$ cat config.mk
export PLATFORM = sky130hd
export DESIGN_NAME = dtm_top
export DESIGN_NICKNAME = d
export VERILOG_FILES = /design/src/hw/dtm_pkg.sv /design/src/hw/dtm_cmp_if.sv /design/src/hw/dtm_debounce.sv /design/src/hw/dtm_top.sv
export VERILOG_INCLUDE_DIRS = /design/src /design/src/hw
export SDC_FILE = /design/constraint.sdc
export NUM_CORES = 1
export LEC_CHECK = 0
export ABC_AREA = 1
export BUFFER_PORTS_ARGS = -buffer_cell sky130_fd_sc_hd__buf_2
export CORE_UTILIZATION = 40
export DETAILED_ROUTE_END_ITERATION = 16
export GPL_TIMING_DRIVEN = 0
export PLACE_DENSITY_LB_ADDON = 0.3
export SYNTH_ARGS = -nofsm -noshare
export SYNTH_HDL_FRONTEND = slang
export SYNTH_SLANG_ARGS = --single-unit
$ cat constraint.sdc
create_clock -name clk_i -period 2 [get_ports clk_i]
set_input_delay 0.1 -clock clk_i [delete_from_list [all_inputs] [get_ports clk_i]]
set_output_delay 0.1 -clock clk_i [all_outputs]
set_load 0.03 [all_outputs]
$ cat src/hw/dtm_regs.svh
// register offsets, fields, reset values and timing counts of the thermal monitor
`ifndef DTM_REGS_SVH
`define DTM_REGS_SVH
`define DTM_NUM_THR 6
`define DTM_ADDR_W 4
// register byte addresses
`define DTM_CTRL_OFS 4'h0
`define DTM_FLAG_OFS 4'h4
`define DTM_MASK_OFS 4'h8
`define DTM_STAT_OFS 4'hC
// control fields
`define DTM_CTRL_EN_BIT 0
`define DTM_CTRL_AON_BIT 1
`define DTM_CTRL_STBY_BIT 2
// status fields
`define DTM_STAT_SENSE_LSB 0
`define DTM_STAT_SD_BIT 6
`define DTM_STAT_ON_BIT 7
// reset values
`define DTM_CTRL_RST 3'h1
`define DTM_MASK_RST 6'h3F
// thresholds in degrees celsius, packed 8 bits each, lowest first
`define DTM_THR_C 48'h9B_8C_7D_6E_5F_50
`define DTM_SD_C 8'hA5
`define DTM_WARN_HYS_C 8'h05
`define DTM_SD_HYS_C 8'h0F
// times
`define DTM_CLK_MHZ 250
`define DTM_DB_US 10
`define DTM_WIN_US 450
`define DTM_INT_US 3000
`define DTM_DB_CYC (`DTM_DB_US * `DTM_CLK_MHZ)
`define DTM_WIN_CYC (`DTM_WIN_US * `DTM_CLK_MHZ)
`define DTM_INT_CYC (`DTM_INT_US * `DTM_CLK_MHZ)
`endif

$ cat src/hw/dtm_pkg.sv
// types of the thermal monitor
package dtm_pkg;
  typedef enum logic [2:0]
  {
    DTM_OFF = 3'b001,
    DTM_WIN = 3'b010,
    DTM_IDLE = 3'b100
  } dtm_pwr_e;
  typedef logic [7:0] dtm_temp_t;
endpackage

$ cat src/hw/dtm_cmp_if.sv
// comparator link between the control top and the debounce unit
`timescale 1ns/1ps
interface dtm_cmp_if;
  logic [6:0] raw;
  logic [6:0] stable;
  logic sample;
  modport ctrl (output raw, output sample, input stable);
  modport filt (input raw, input sample, output stable);
endinterface

$ cat src/hw/dtm_debounce.sv
// debounce filter for the threshold comparisons
`timescale 1ns/1ps
`include "dtm_regs.svh"
module dtm_debounce
  import dtm_pkg::*;
#(
  parameter int N = 7,
  parameter int DB_CYC = `DTM_DB_CYC
)
(
  input wire logic clk_i,
  input wire logic rst_i,
  dtm_cmp_if.filt cmp
);
  initial
  begin
    if (DB_CYC < 1 || DB_CYC > 65535 || N != 7)
      $error("dtm_debounce: unsupported parameters");
  end
  logic [15:0] cnt_q [N];
  logic [N-1:0] stable_q;
  assign cmp.stable = stable_q;
  for (genvar i = 0; i < N; i++)
  begin : g_db
    wire differs = cmp.raw[i] != stable_q[i];
    wire done = cnt_q[i] == 16'(DB_CYC - 1);
    always_ff @(posedge clk_i)
    begin
      if (rst_i)
        cnt_q[i] <= 16'h0000;
      else if (!cmp.sample || !differs)
        cnt_q[i] <= 16'h0000;
      else if (!done)
        cnt_q[i] <= cnt_q[i] + 16'h0001;
    end
    always_ff @(posedge clk_i)
    begin
      if (rst_i)
        stable_q[i] <= 1'b0;
      else if (cmp.sample && differs && done)
        stable_q[i] <= cmp.raw[i];
    end
  end
endmodule

$ cat src/hw/dtm_top.sv
// thermal monitor control: thresholds, flags, sampling schedule, bus slave
//
// Local design decisions: register access over Wishbone and the register addresses.
`timescale 1ns/1ps
`include "dtm_regs.svh"
// Functional notes
// - only the centre-of-die reading drives warnings and shutdown
// - six warning thresholds 80 to 155 C, each with flag, sense, mask
// - crossing a warning threshold sets its interrupt flag
// - sense releases only 5 C below its threshold
// - shutdown at 165 C, restart blocked until 15 C cooler
// - every comparison debounced about 10 us both directions
// - monitor disabled while enable bit is 0
// - run state: always-on bit keeps monitor powered, else sampling
// - sampling: on 450 us every 3.0 ms
// - standby: sampling only, and only while enabled
// - active-low interrupt pin asserts for any unmasked set flag
// - sense bit follows its condition, independent of the flag
module dtm_top
  import dtm_pkg::*;
#(
  parameter int DB_CYC = `DTM_DB_CYC,
  parameter int WIN_CYC = `DTM_WIN_CYC,
  parameter int INT_CYC = `DTM_INT_CYC
)
(
  input wire logic clk_i,
  input wire logic rst_i,
  input wire logic [7:0] center_temp_i,
  input wire logic [3:0] wb_adr_i,
  input wire logic [31:0] wb_dat_i,
  input wire logic [3:0] wb_sel_i,
  input wire logic wb_we_i,
  input wire logic wb_cyc_i,
  input wire logic wb_stb_i,
  output logic [31:0] wb_dat_o,
  output logic wb_ack_o,
  output logic irq_out_n,
  output logic monitor_power_o,
  output logic thermal_shutdown_o
);
  initial
  begin
    if (WIN_CYC < 1 || INT_CYC <= WIN_CYC || INT_CYC > 2**20)
      $error("dtm_top: unsupported sampling parameters");
  end

  // ************************************************************
  // register bus
  // ************************************************************
  logic [2:0] ctrl_q;
  logic [5:0] temp_irq_flag_q;
  logic [5:0] thermal_threshold_irq_mask_q;
  logic ack_q;
  logic [31:0] rdat_q;
  wire req = wb_cyc_i && wb_stb_i && !ack_q;
  wire wr = req && wb_we_i && wb_sel_i[0];
  wire wr_ctrl = wr && wb_adr_i == `DTM_CTRL_OFS;
  wire wr_flag = wr && wb_adr_i == `DTM_FLAG_OFS;
  wire wr_mask = wr && wb_adr_i == `DTM_MASK_OFS;
  wire temp_monitor_enable = ctrl_q[`DTM_CTRL_EN_BIT];
  wire temp_monitor_always_on = ctrl_q[`DTM_CTRL_AON_BIT];
  wire standby = ctrl_q[`DTM_CTRL_STBY_BIT];

  always_ff @(posedge clk_i)
  begin
    if (rst_i)
      ctrl_q <= `DTM_CTRL_RST;
    else if (wr_ctrl)
      ctrl_q <= wb_dat_i[2:0];
  end

  always_ff @(posedge clk_i)
  begin
    if (rst_i)
      thermal_threshold_irq_mask_q <= `DTM_MASK_RST;
    else if (wr_mask)
      thermal_threshold_irq_mask_q <= wb_dat_i[5:0];
  end

  // ************************************************************
  // sampling schedule
  // ************************************************************
  dtm_pwr_e pwr_q;
  dtm_pwr_e pwr_d;
  logic [19:0] tick_q;
  wire sampling = standby || !temp_monitor_always_on;
  wire int_end = tick_q == 20'(INT_CYC - 1);
  wire win_end = tick_q == 20'(WIN_CYC - 1);

  always_comb
  begin
    pwr_d = pwr_q;
    unique case (pwr_q)
      DTM_OFF:
        if (temp_monitor_enable)
          pwr_d = DTM_WIN;
      DTM_WIN:
        if (!temp_monitor_enable)
          pwr_d = DTM_OFF;
        else if (sampling && win_end)
          pwr_d = DTM_IDLE;
      DTM_IDLE:
        if (!temp_monitor_enable)
          pwr_d = DTM_OFF;
        else if (!sampling || int_end)
          pwr_d = DTM_WIN;
    endcase
  end

  always_ff @(posedge clk_i)
  begin
    if (rst_i)
      pwr_q <= DTM_OFF;
    else
      pwr_q <= pwr_d;
  end

  always_ff @(posedge clk_i)
  begin
    if (rst_i || pwr_q == DTM_OFF || int_end || !sampling)
      tick_q <= 20'h00000;
    else
      tick_q <= tick_q + 20'h00001;
  end

  wire powered = pwr_q == DTM_WIN;

  // ************************************************************
  // comparisons with hysteresis
  // ************************************************************
  function automatic logic hys_cmp(input dtm_temp_t t, input dtm_temp_t thr,
                                   input dtm_temp_t hys, input logic cur);
    logic r;
    r = cur ? (t > thr - hys) : (t >= thr);
    return r;
  endfunction

  dtm_cmp_if cmp ();
  logic [6:0] raw;
  always_comb
  begin
    for (int i = 0; i < `DTM_NUM_THR; i++)
      raw[i] = hys_cmp(center_temp_i, dtm_temp_t'(`DTM_THR_C >> (8 * i)),
                       `DTM_WARN_HYS_C, cmp.stable[i]);
    raw[6] = hys_cmp(center_temp_i, `DTM_SD_C, `DTM_SD_HYS_C,
                     cmp.stable[6]);
  end
  assign cmp.raw = raw;
  assign cmp.sample = powered;

  dtm_debounce #(.N(7), .DB_CYC(DB_CYC)) u_db (
    .clk_i(clk_i),
    .rst_i(rst_i),
    .cmp(cmp)
  );

  wire [5:0] thermal_threshold_sense = cmp.stable[5:0];
  logic [5:0] sense_prev_q;
  wire [5:0] rise = thermal_threshold_sense & ~sense_prev_q;

  always_ff @(posedge clk_i)
  begin
    if (rst_i)
      sense_prev_q <= 6'h00;
    else
      sense_prev_q <= thermal_threshold_sense;
  end

  // ************************************************************
  // flags, interrupt pin, shutdown
  // ************************************************************
  wire [5:0] flag_clr = wr_flag ? wb_dat_i[5:0] : 6'h00;

  always_ff @(posedge clk_i)
  begin
    if (rst_i)
      temp_irq_flag_q <= 6'h00;
    else
      temp_irq_flag_q <= (temp_irq_flag_q & ~flag_clr) | rise;
  end

  wire [5:0] flag_d = (temp_irq_flag_q & ~flag_clr) | rise;
  wire irq_any = |(flag_d & ~thermal_threshold_irq_mask_q);

  always_ff @(posedge clk_i)
  begin
    if (rst_i)
      irq_out_n <= 1'b1;
    else
      irq_out_n <= !irq_any;
  end

  always_ff @(posedge clk_i)
  begin
    if (rst_i)
    begin
      thermal_shutdown_o <= 1'b0;
      monitor_power_o <= 1'b0;
    end
    else
    begin
      thermal_shutdown_o <= cmp.stable[6];
      monitor_power_o <= pwr_d == DTM_WIN;
    end
  end

  // ************************************************************
  // read data and acknowledge
  // ************************************************************
  logic [31:0] rmux;
  always_comb
  begin
    rmux = 32'h00000000;
    case (wb_adr_i)
      `DTM_CTRL_OFS: rmux[2:0] = ctrl_q;
      `DTM_FLAG_OFS: rmux[5:0] = temp_irq_flag_q;
      `DTM_MASK_OFS: rmux[5:0] = thermal_threshold_irq_mask_q;
      `DTM_STAT_OFS: rmux[7:0] = {powered, cmp.stable[6],
                                  thermal_threshold_sense};
      default: rmux = 32'h00000000;
    endcase
  end

  always_ff @(posedge clk_i)
  begin
    if (rst_i)
    begin
      ack_q <= 1'b0;
      rdat_q <= 32'h00000000;
    end
    else
    begin
      ack_q <= req;
      rdat_q <= req ? rmux : 32'h00000000;
    end
  end

  assign wb_ack_o = ack_q;
  assign wb_dat_o = rdat_q;
endmodule

==> metrics.txt, run 1 <==
most common cell after layout, fill and taps aside=nand2_1; Cells after DPL=about 1.6k; row count=57; Layout Cells excl Fill=~1.7k; Max-Cap Viols=0; Lkg Pwr=4.46 nW; Most Used Layer, Global Route=met2; Distinct cells, synth=47; Setup crit start kind=flop; cell area after synthesis=9970 sq um; Mapped Cells=~1.3k; Slew headroom=a little over half; drt first pass iters=5; final max-slew violation count=0; GP Congestion=0.877; GR Util met2=a little over a quarter; io pins=89; ratio of cells with drive above 1 in the final layout=roughly an eighth; Starting Density=40.9%; clk slew on worst S/H paths=70 ps; routed wire length=20100 um; outcome=complete, no violations; final setup fails=0; first-pass GRT wire length=34200 um; Post-Place Worst Slack=-457 ps; clk buf depth=2; H-tree Lvls=4; sequential area share after synthesis=a little under half; EDFF count, synth=approximately 110; PD cells=roughly 660 nW/um^2; met3 GRT Util=under 10%; post-route total power=~0.0076 W; Post-DP Area=around 11000 sq um; mean routed wirelength per cell=12.0 um; Antenna Nets Post-Route=0; crit share post-route=a little over nine tenths; WP data arrival=2060 ps; gr ovfl total=0; nature of the critical path endpoint=flop; vias in the first global route=7365; asr flop ratio synth=0%; syn avg cell area=7.96 sq um; Root Buffer=clkbuf_16; #FFs+latches synth=about 180; final net count=approximately 1.4k; Synth Flop Type=edfxtp_1; DR vias=between 8k and 9k; largest net degree at the start of global routing=18; worst-margin pin slew=roughly 700 ps; core area=24400 sq um; crit path kind=flop to flop; vias per cell=4.80; HPWL after detailed placement=~15000 um; peak supply drop=0.555 mV; Die Wd=roughly 160 um; CTS tree=built; Hold Fails Final Rpt=0; Clk Latency, worst-skew pair=~430 ps; 1st-iter DRT viols=535; die area=roughly 26000 sq um; R2R setup slack=between 100 and 150 ps; worst-path fanout max=10; TritonCTS Buffers=17; Worst Path Required=roughly 2200 ps; global routing met1 resource utilization=~22%; post-route clock skew=between 7 and 8 ps; Total GRT Usage=between 10% and 20%; drt drc=0; Fill cells=2325; CTS sink count=roughly 180; Worst Slack Setup Final=around 120 ps; port bufs=34; YS warnings=0; final worst path period need=between 1500 and 2000 ps; antenna violations before repair=3; Chip Height=about 160 um; Hold Crit Class=input port to flop; Final Cell Area=roughly 12000 sq um; fmax=roughly 0.53 GHz; most frequent cells in the layout=nand2_1 (218), nor2_1 (198), inv_1 (186); Syn-to-layout area delta=15.5%
==> per-layer routing <==
metal / vias up / part of all wire [%]
li1: 4228 / -
met1: 3667 / 49
met2: 147 / 45
met3: 22 / 4.6
met4: 2 / 1.3
met5: - / 0.055
==> cells in the mapped netlist, types with 3 or more instances <==
cell / instances / area share [%]
inv_2: 5 / 0.19
nor3_1: 50 / 2.5
nand4_1: 50 / 3.1
buf_6: 4 / 0.45
o211ai_1: 8 / 0.60
edfxtp_1: 112 / 34
nor2_2: 8 / 0.50
ha_1: 8 / 1.0
o21ai_1: 3 / 0.15
nand3_1: 90 / 4.5
nor2_4: 4 / 0.45
nor3b_1: 5 / 0.38
o21ai_0: 15 / 0.75
buf_4: 26 / 2.0
nand2_2: 3 / 0.19
a31oi_1: 4 / 0.25
buf_2: 6 / 0.30
dfxtp_1: 63 / 13
nor3_2: 3 / 0.30
inv_1: 187 / 7.0
nand2_1: 223 / 8.4
nand3b_1: 4 / 0.30
or2_2: 8 / 0.50
nor4_1: 10 / 0.63
nor2_1: 206 / 7.8
clkbuf_1: 4 / 0.15
a21oi_1: 41 / 2.1
o221ai_1: 3 / 0.26
xnor2_1: 14 / 1.2
xor2_1: 64 / 5.6
==> path summary, 6_finish.rpt <==
| path | from | endpoint | depth (start not counted) |
|---|---|---|---|
| setup / recovery | u_db.cnt_q[6][0] | u_db.cnt_q[6][9] | 9 |
| hold / removal | wb_cyc_i | wb_ack_o | 3 |
| setup reg to reg | u_db.cnt_q[6][0] | u_db.cnt_q[6][9] | 9 |
| hold reg to reg | tick_q[0] | tick_q[0] | 1 |
==> stage by stage <==
step / hold slack, ps / utilization, % / setup TNS [ps]
floorplan: 230 / - / 0
detailed placement: 360 / 43.6 / -25160
CTS: 15.1 / 46.6 / 0
finish: 37.2 / 47.2 / 0
global route: 51.6 / 47.2 / -38.4
global placement: 355 / 43.6 / -24880
==> final cells by class <==
cell class	instances	area [sq um]	share of cell area, %
flip-flops and latches	175	4620	40.2
multi-input cells	863	4520	39.2
inverters	192	721	6.26
clock buffers	22	528	4.59
well taps	324	405	3.52
plain buffers	45	335	2.91
repair buffers	48	290	2.52
clock inverters	10	90.1	0.782
diodes	2	5.00	0.0435
==> sequential cells by signal (all words and copies together) (netlist names) <==
register,cells
ctrl_q,3
irq_out_n,1
monitor_power_o,1
pwr_q,3
sense_prev_q,6
temp_irq_flag_q,6
thermal_shutdown_o,1
thermal_threshold_irq_mask_q,6
tick_q,20
u_db.cmp.stable,7
u_db.cnt_q,112
wb_ack_o,1
wb_dat_o,8
==> worst max-delay path, cell delays in order (launching register included) <==
cell and delay (ps):
edfxtp_1 370, ha_1 210, inv_1 70, nor3_1 170
nand4_1 130, nor3_2 200, or2_1 150, buf_6 120
buf_8 170, nor2_2 40
==> where the power goes <==
group	internal (W)	leakage (nW)	total, W	switching (W)
logic	0.000121	2.26	0.000363	0.000243
clock network	0.00202	0.314	0.00345	0.00143
registers	0.00381	1.89	0.00382	0.00000981
==> kinds of logic (layout without fill, tap and decap cells) <==
| kind of cell | Yosys count | in the layout | share of synthesized area [%] |
|---|---|---|---|
| adder cells (fa/ha/maj) | 8 | 8 | 1.00 |
| buffers and inverters | 237 | 317 | 10.5 |
| other | 1 | 26 | 0.0376 |
| XOR/XNOR | 78 | 78 | 6.85 |
| AND/OR/NAND/NOR | 671 | 671 | 30.3 |
| flip-flops | 175 | 175 | 46.4 |
| AO/OA/AOI/OAI | 82 | 82 | 4.86 |
==> timing repair <==
action,in CTS,in global routing
pin swaps,0,5
buffers inserted,4,4
gates resized for setup,8,26
setup endpoints to repair,116,107
endpoints found under the hold margin,7,0
hold buffers,6,0
(Power assumes the default switching activity.)
==> run 2: changes to the inputs <==
- CTS_BUF_LIST: default -> sky130_fd_sc_hd__clkbuf_4
==> metrics.txt, run 2 (synthesis gave the netlist of run 1 again) <==
outcome=complete, no violations; 1st-iter DRT viols=611; Reg with most FFs=u_db.cnt_q; PD cells=roughly 570 nW/um^2; most common cell after layout, fill and taps aside=nand2_1; final worst path period need=about 1900 ps; drt first pass iters=6; Internal Power=slightly below 0.005 W; peak supply drop=0.431 mV; Root Buffer=clkbuf_4; WP data arrival=between 2000 and 2500 ps; Most Used Layer, Global Route=met2; Seq pwr share=slightly below 60%; max FFs per register=around 110; met3 GRT Util=under 10%; Sw Ratio=about a quarter; Syn-to-layout area delta=13.1%; vias per cell=4.74; Total GRT Usage=between 15 and 20%; Hold Crit Class=input port to flop; HPWL after detailed placement=about 15000 um; ratio of cells with drive above 1 in the final layout=12.6%; Post-Place Worst Slack=-457 ps; row count=57; io pins=89; crit share post-route=~95%; DR vias=between 8k and 9k; vias in the first global route=7397; CTS sink count=~180; post-route clock skew=approximately 17 ps; Hold Fails Final Rpt=0; Die Wd=roughly 160 um; worst-path fanout max=10; antenna violations before repair=4; gr ovfl total=0; RR Startpoint=u_db.cnt_q[6][0]; Chip Height=about 160 um; GR Util met2=26.2%; end of the worst register-to-register path=u_db.cnt_q[6][14]; Clk Latency, worst-skew pair=approximately 570 ps; final net count=between 1k and 1.5k; Comb pwr share=~5.8%; Max-Cap Viols=0; Worst Path Required=2340 ps; final setup fails=0; final max-slew violation count=0; H-tree Lvls=4; Critical Path, Cell by Cell=ha_1, inv_1, nor3_1, nand4_1, nor3_2, or2_1, buf_6, buf_8, nor2_2; most frequent cells in the layout=nand2_1 (219), nor2_1 (197), inv_1 (186); clock power share=34.9%; Slew headroom=a little over half; TritonCTS Buffers=17; WHS Endpoint=ctrl_q[0]; crit path kind=flop to flop; R2R setup slack=110 ps; Crit path max-delay family=simple AND/OR/NAND/NOR gates; largest net degree at the start of global routing=18; Antenna Nets Post-Route=0; drt drc=0; worst reg2reg path depth=9; CP peak stage delay=400 ps; CP bufs+invs=3; Starting Density=between 40 and 50%; clk slew on worst S/H paths=~140 ps; post-route total power=roughly 0.0064 W; CTS tree=built; global routing met1 resource utilization=between 20% and 30%; die area=25600 sq um; core area=around 24000 sq um; worst-margin pin slew=between 700 and 800 ps; port bufs=34; clk buf depth=2; WHS Path Cells=6; Worst Hold Launch=wb_adr_i[3]; Sw Pwr=roughly 0.0015 W; mean routed wirelength per cell=11.8 um; routed wire length=20000 um; first-pass GRT wire length=roughly 34000 um; Hold Slack=roughly 66 ps; Layout Cells excl Fill=1690; fmax=0.528 GHz; GP Congestion=about 0.9; Final Util=between 40% and 50%; Worst Slack Setup Final=approximately 110 ps; Setup crit start kind=flop; Cells after DPL=about 1.6k; Lkg Pwr=about 4.4 nW; nature of the critical path endpoint=flop; Max stage delay cell, worst path=edfxtp_1
## run 2: cell types whose count changed in the layout (fill, tap and decap cells not counted), moves of 2 or more
cell / change
dlygate4sd3_1: +6
nand2_2: -2
clkbuf_8: -2
clkbuf_4: +18
bufinv_16: +3
inv_2: +2
diode_2: +4
clkbuf_16: -20
## run 2: cell type report
class	instances	area (sq um)
Inverter	192	721
Multi-Input combinational cell	863	4520
Sequential cell	175	4620
Clock inverter	15	188
Antenna cell	6	15.0
Clock buffer	17	128
Fill cell	2364	13100
Tap cell	324	405
Buffer	45	338
Timing Repair Buffer	53	343
## run 2: metal layers
layer	routed length [um]	part of all wire (%)	up-vias
li1	-	-	4240
met1	9890	50	3612
met2	8970	45	143
met3	865	4.3	19
met4	221	1.1	2
met5	11	0.055	-
## run 2: how the worst max path moves through the flow
stage,startpoint,to,depth (start not counted)
global placement,u_db.cnt_q[5][0],u_db.cnt_q[5][13],6
CTS,u_db.cnt_q[4][0],u_db.cnt_q[4][14],8
detailed placement,u_db.cnt_q[5][0],u_db.cnt_q[5][12],6
finish,u_db.cnt_q[6][0],u_db.cnt_q[6][14],9
floorplan,u_db.cnt_q[5][0],u_db.cnt_q[5][0],6
global route,u_db.cnt_q[1][0],u_db.cnt_q[1][10],7
## run 2: worst register-to-register path: cells and delay by family, from the launching register on
family,cells,cell delay [ps]
and+or+nand+nor,5,700
DFF,1,400
buffers and inverters,3,360
adders and majority gates,1,210
## run 2: through the flow
step                      area (sq um)  setup TNS [ps]
after floorplan                  10100               0
after global placement           10600          -24880
after detailed placement         10600          -25160
after CTS                        11100               0
after global routing             11300           -43.9
final                            11300               0
## run 2: repair_timing
action,in CTS,in global routing
endpoints found under the setup margin,116,81
buffers inserted,4,3
resized for setup,10,25
hold buffers,12,0
hold endpoints to repair,28,0
pin swaps,0,3
## run 2: power groups by stage
stage          clock (W)  sequential [W]  combinational (W)
4_1_cts          0.00233         0.00382           0.000365
6_report         0.00225         0.00382           0.000373
3_3_place_gp           0         0.00390           0.000342
3_5_place_dp           0         0.00390           0.000343
2_1_floorplan          0         0.00390           0.000249
5_1_grt          0.00248         0.00382           0.000411
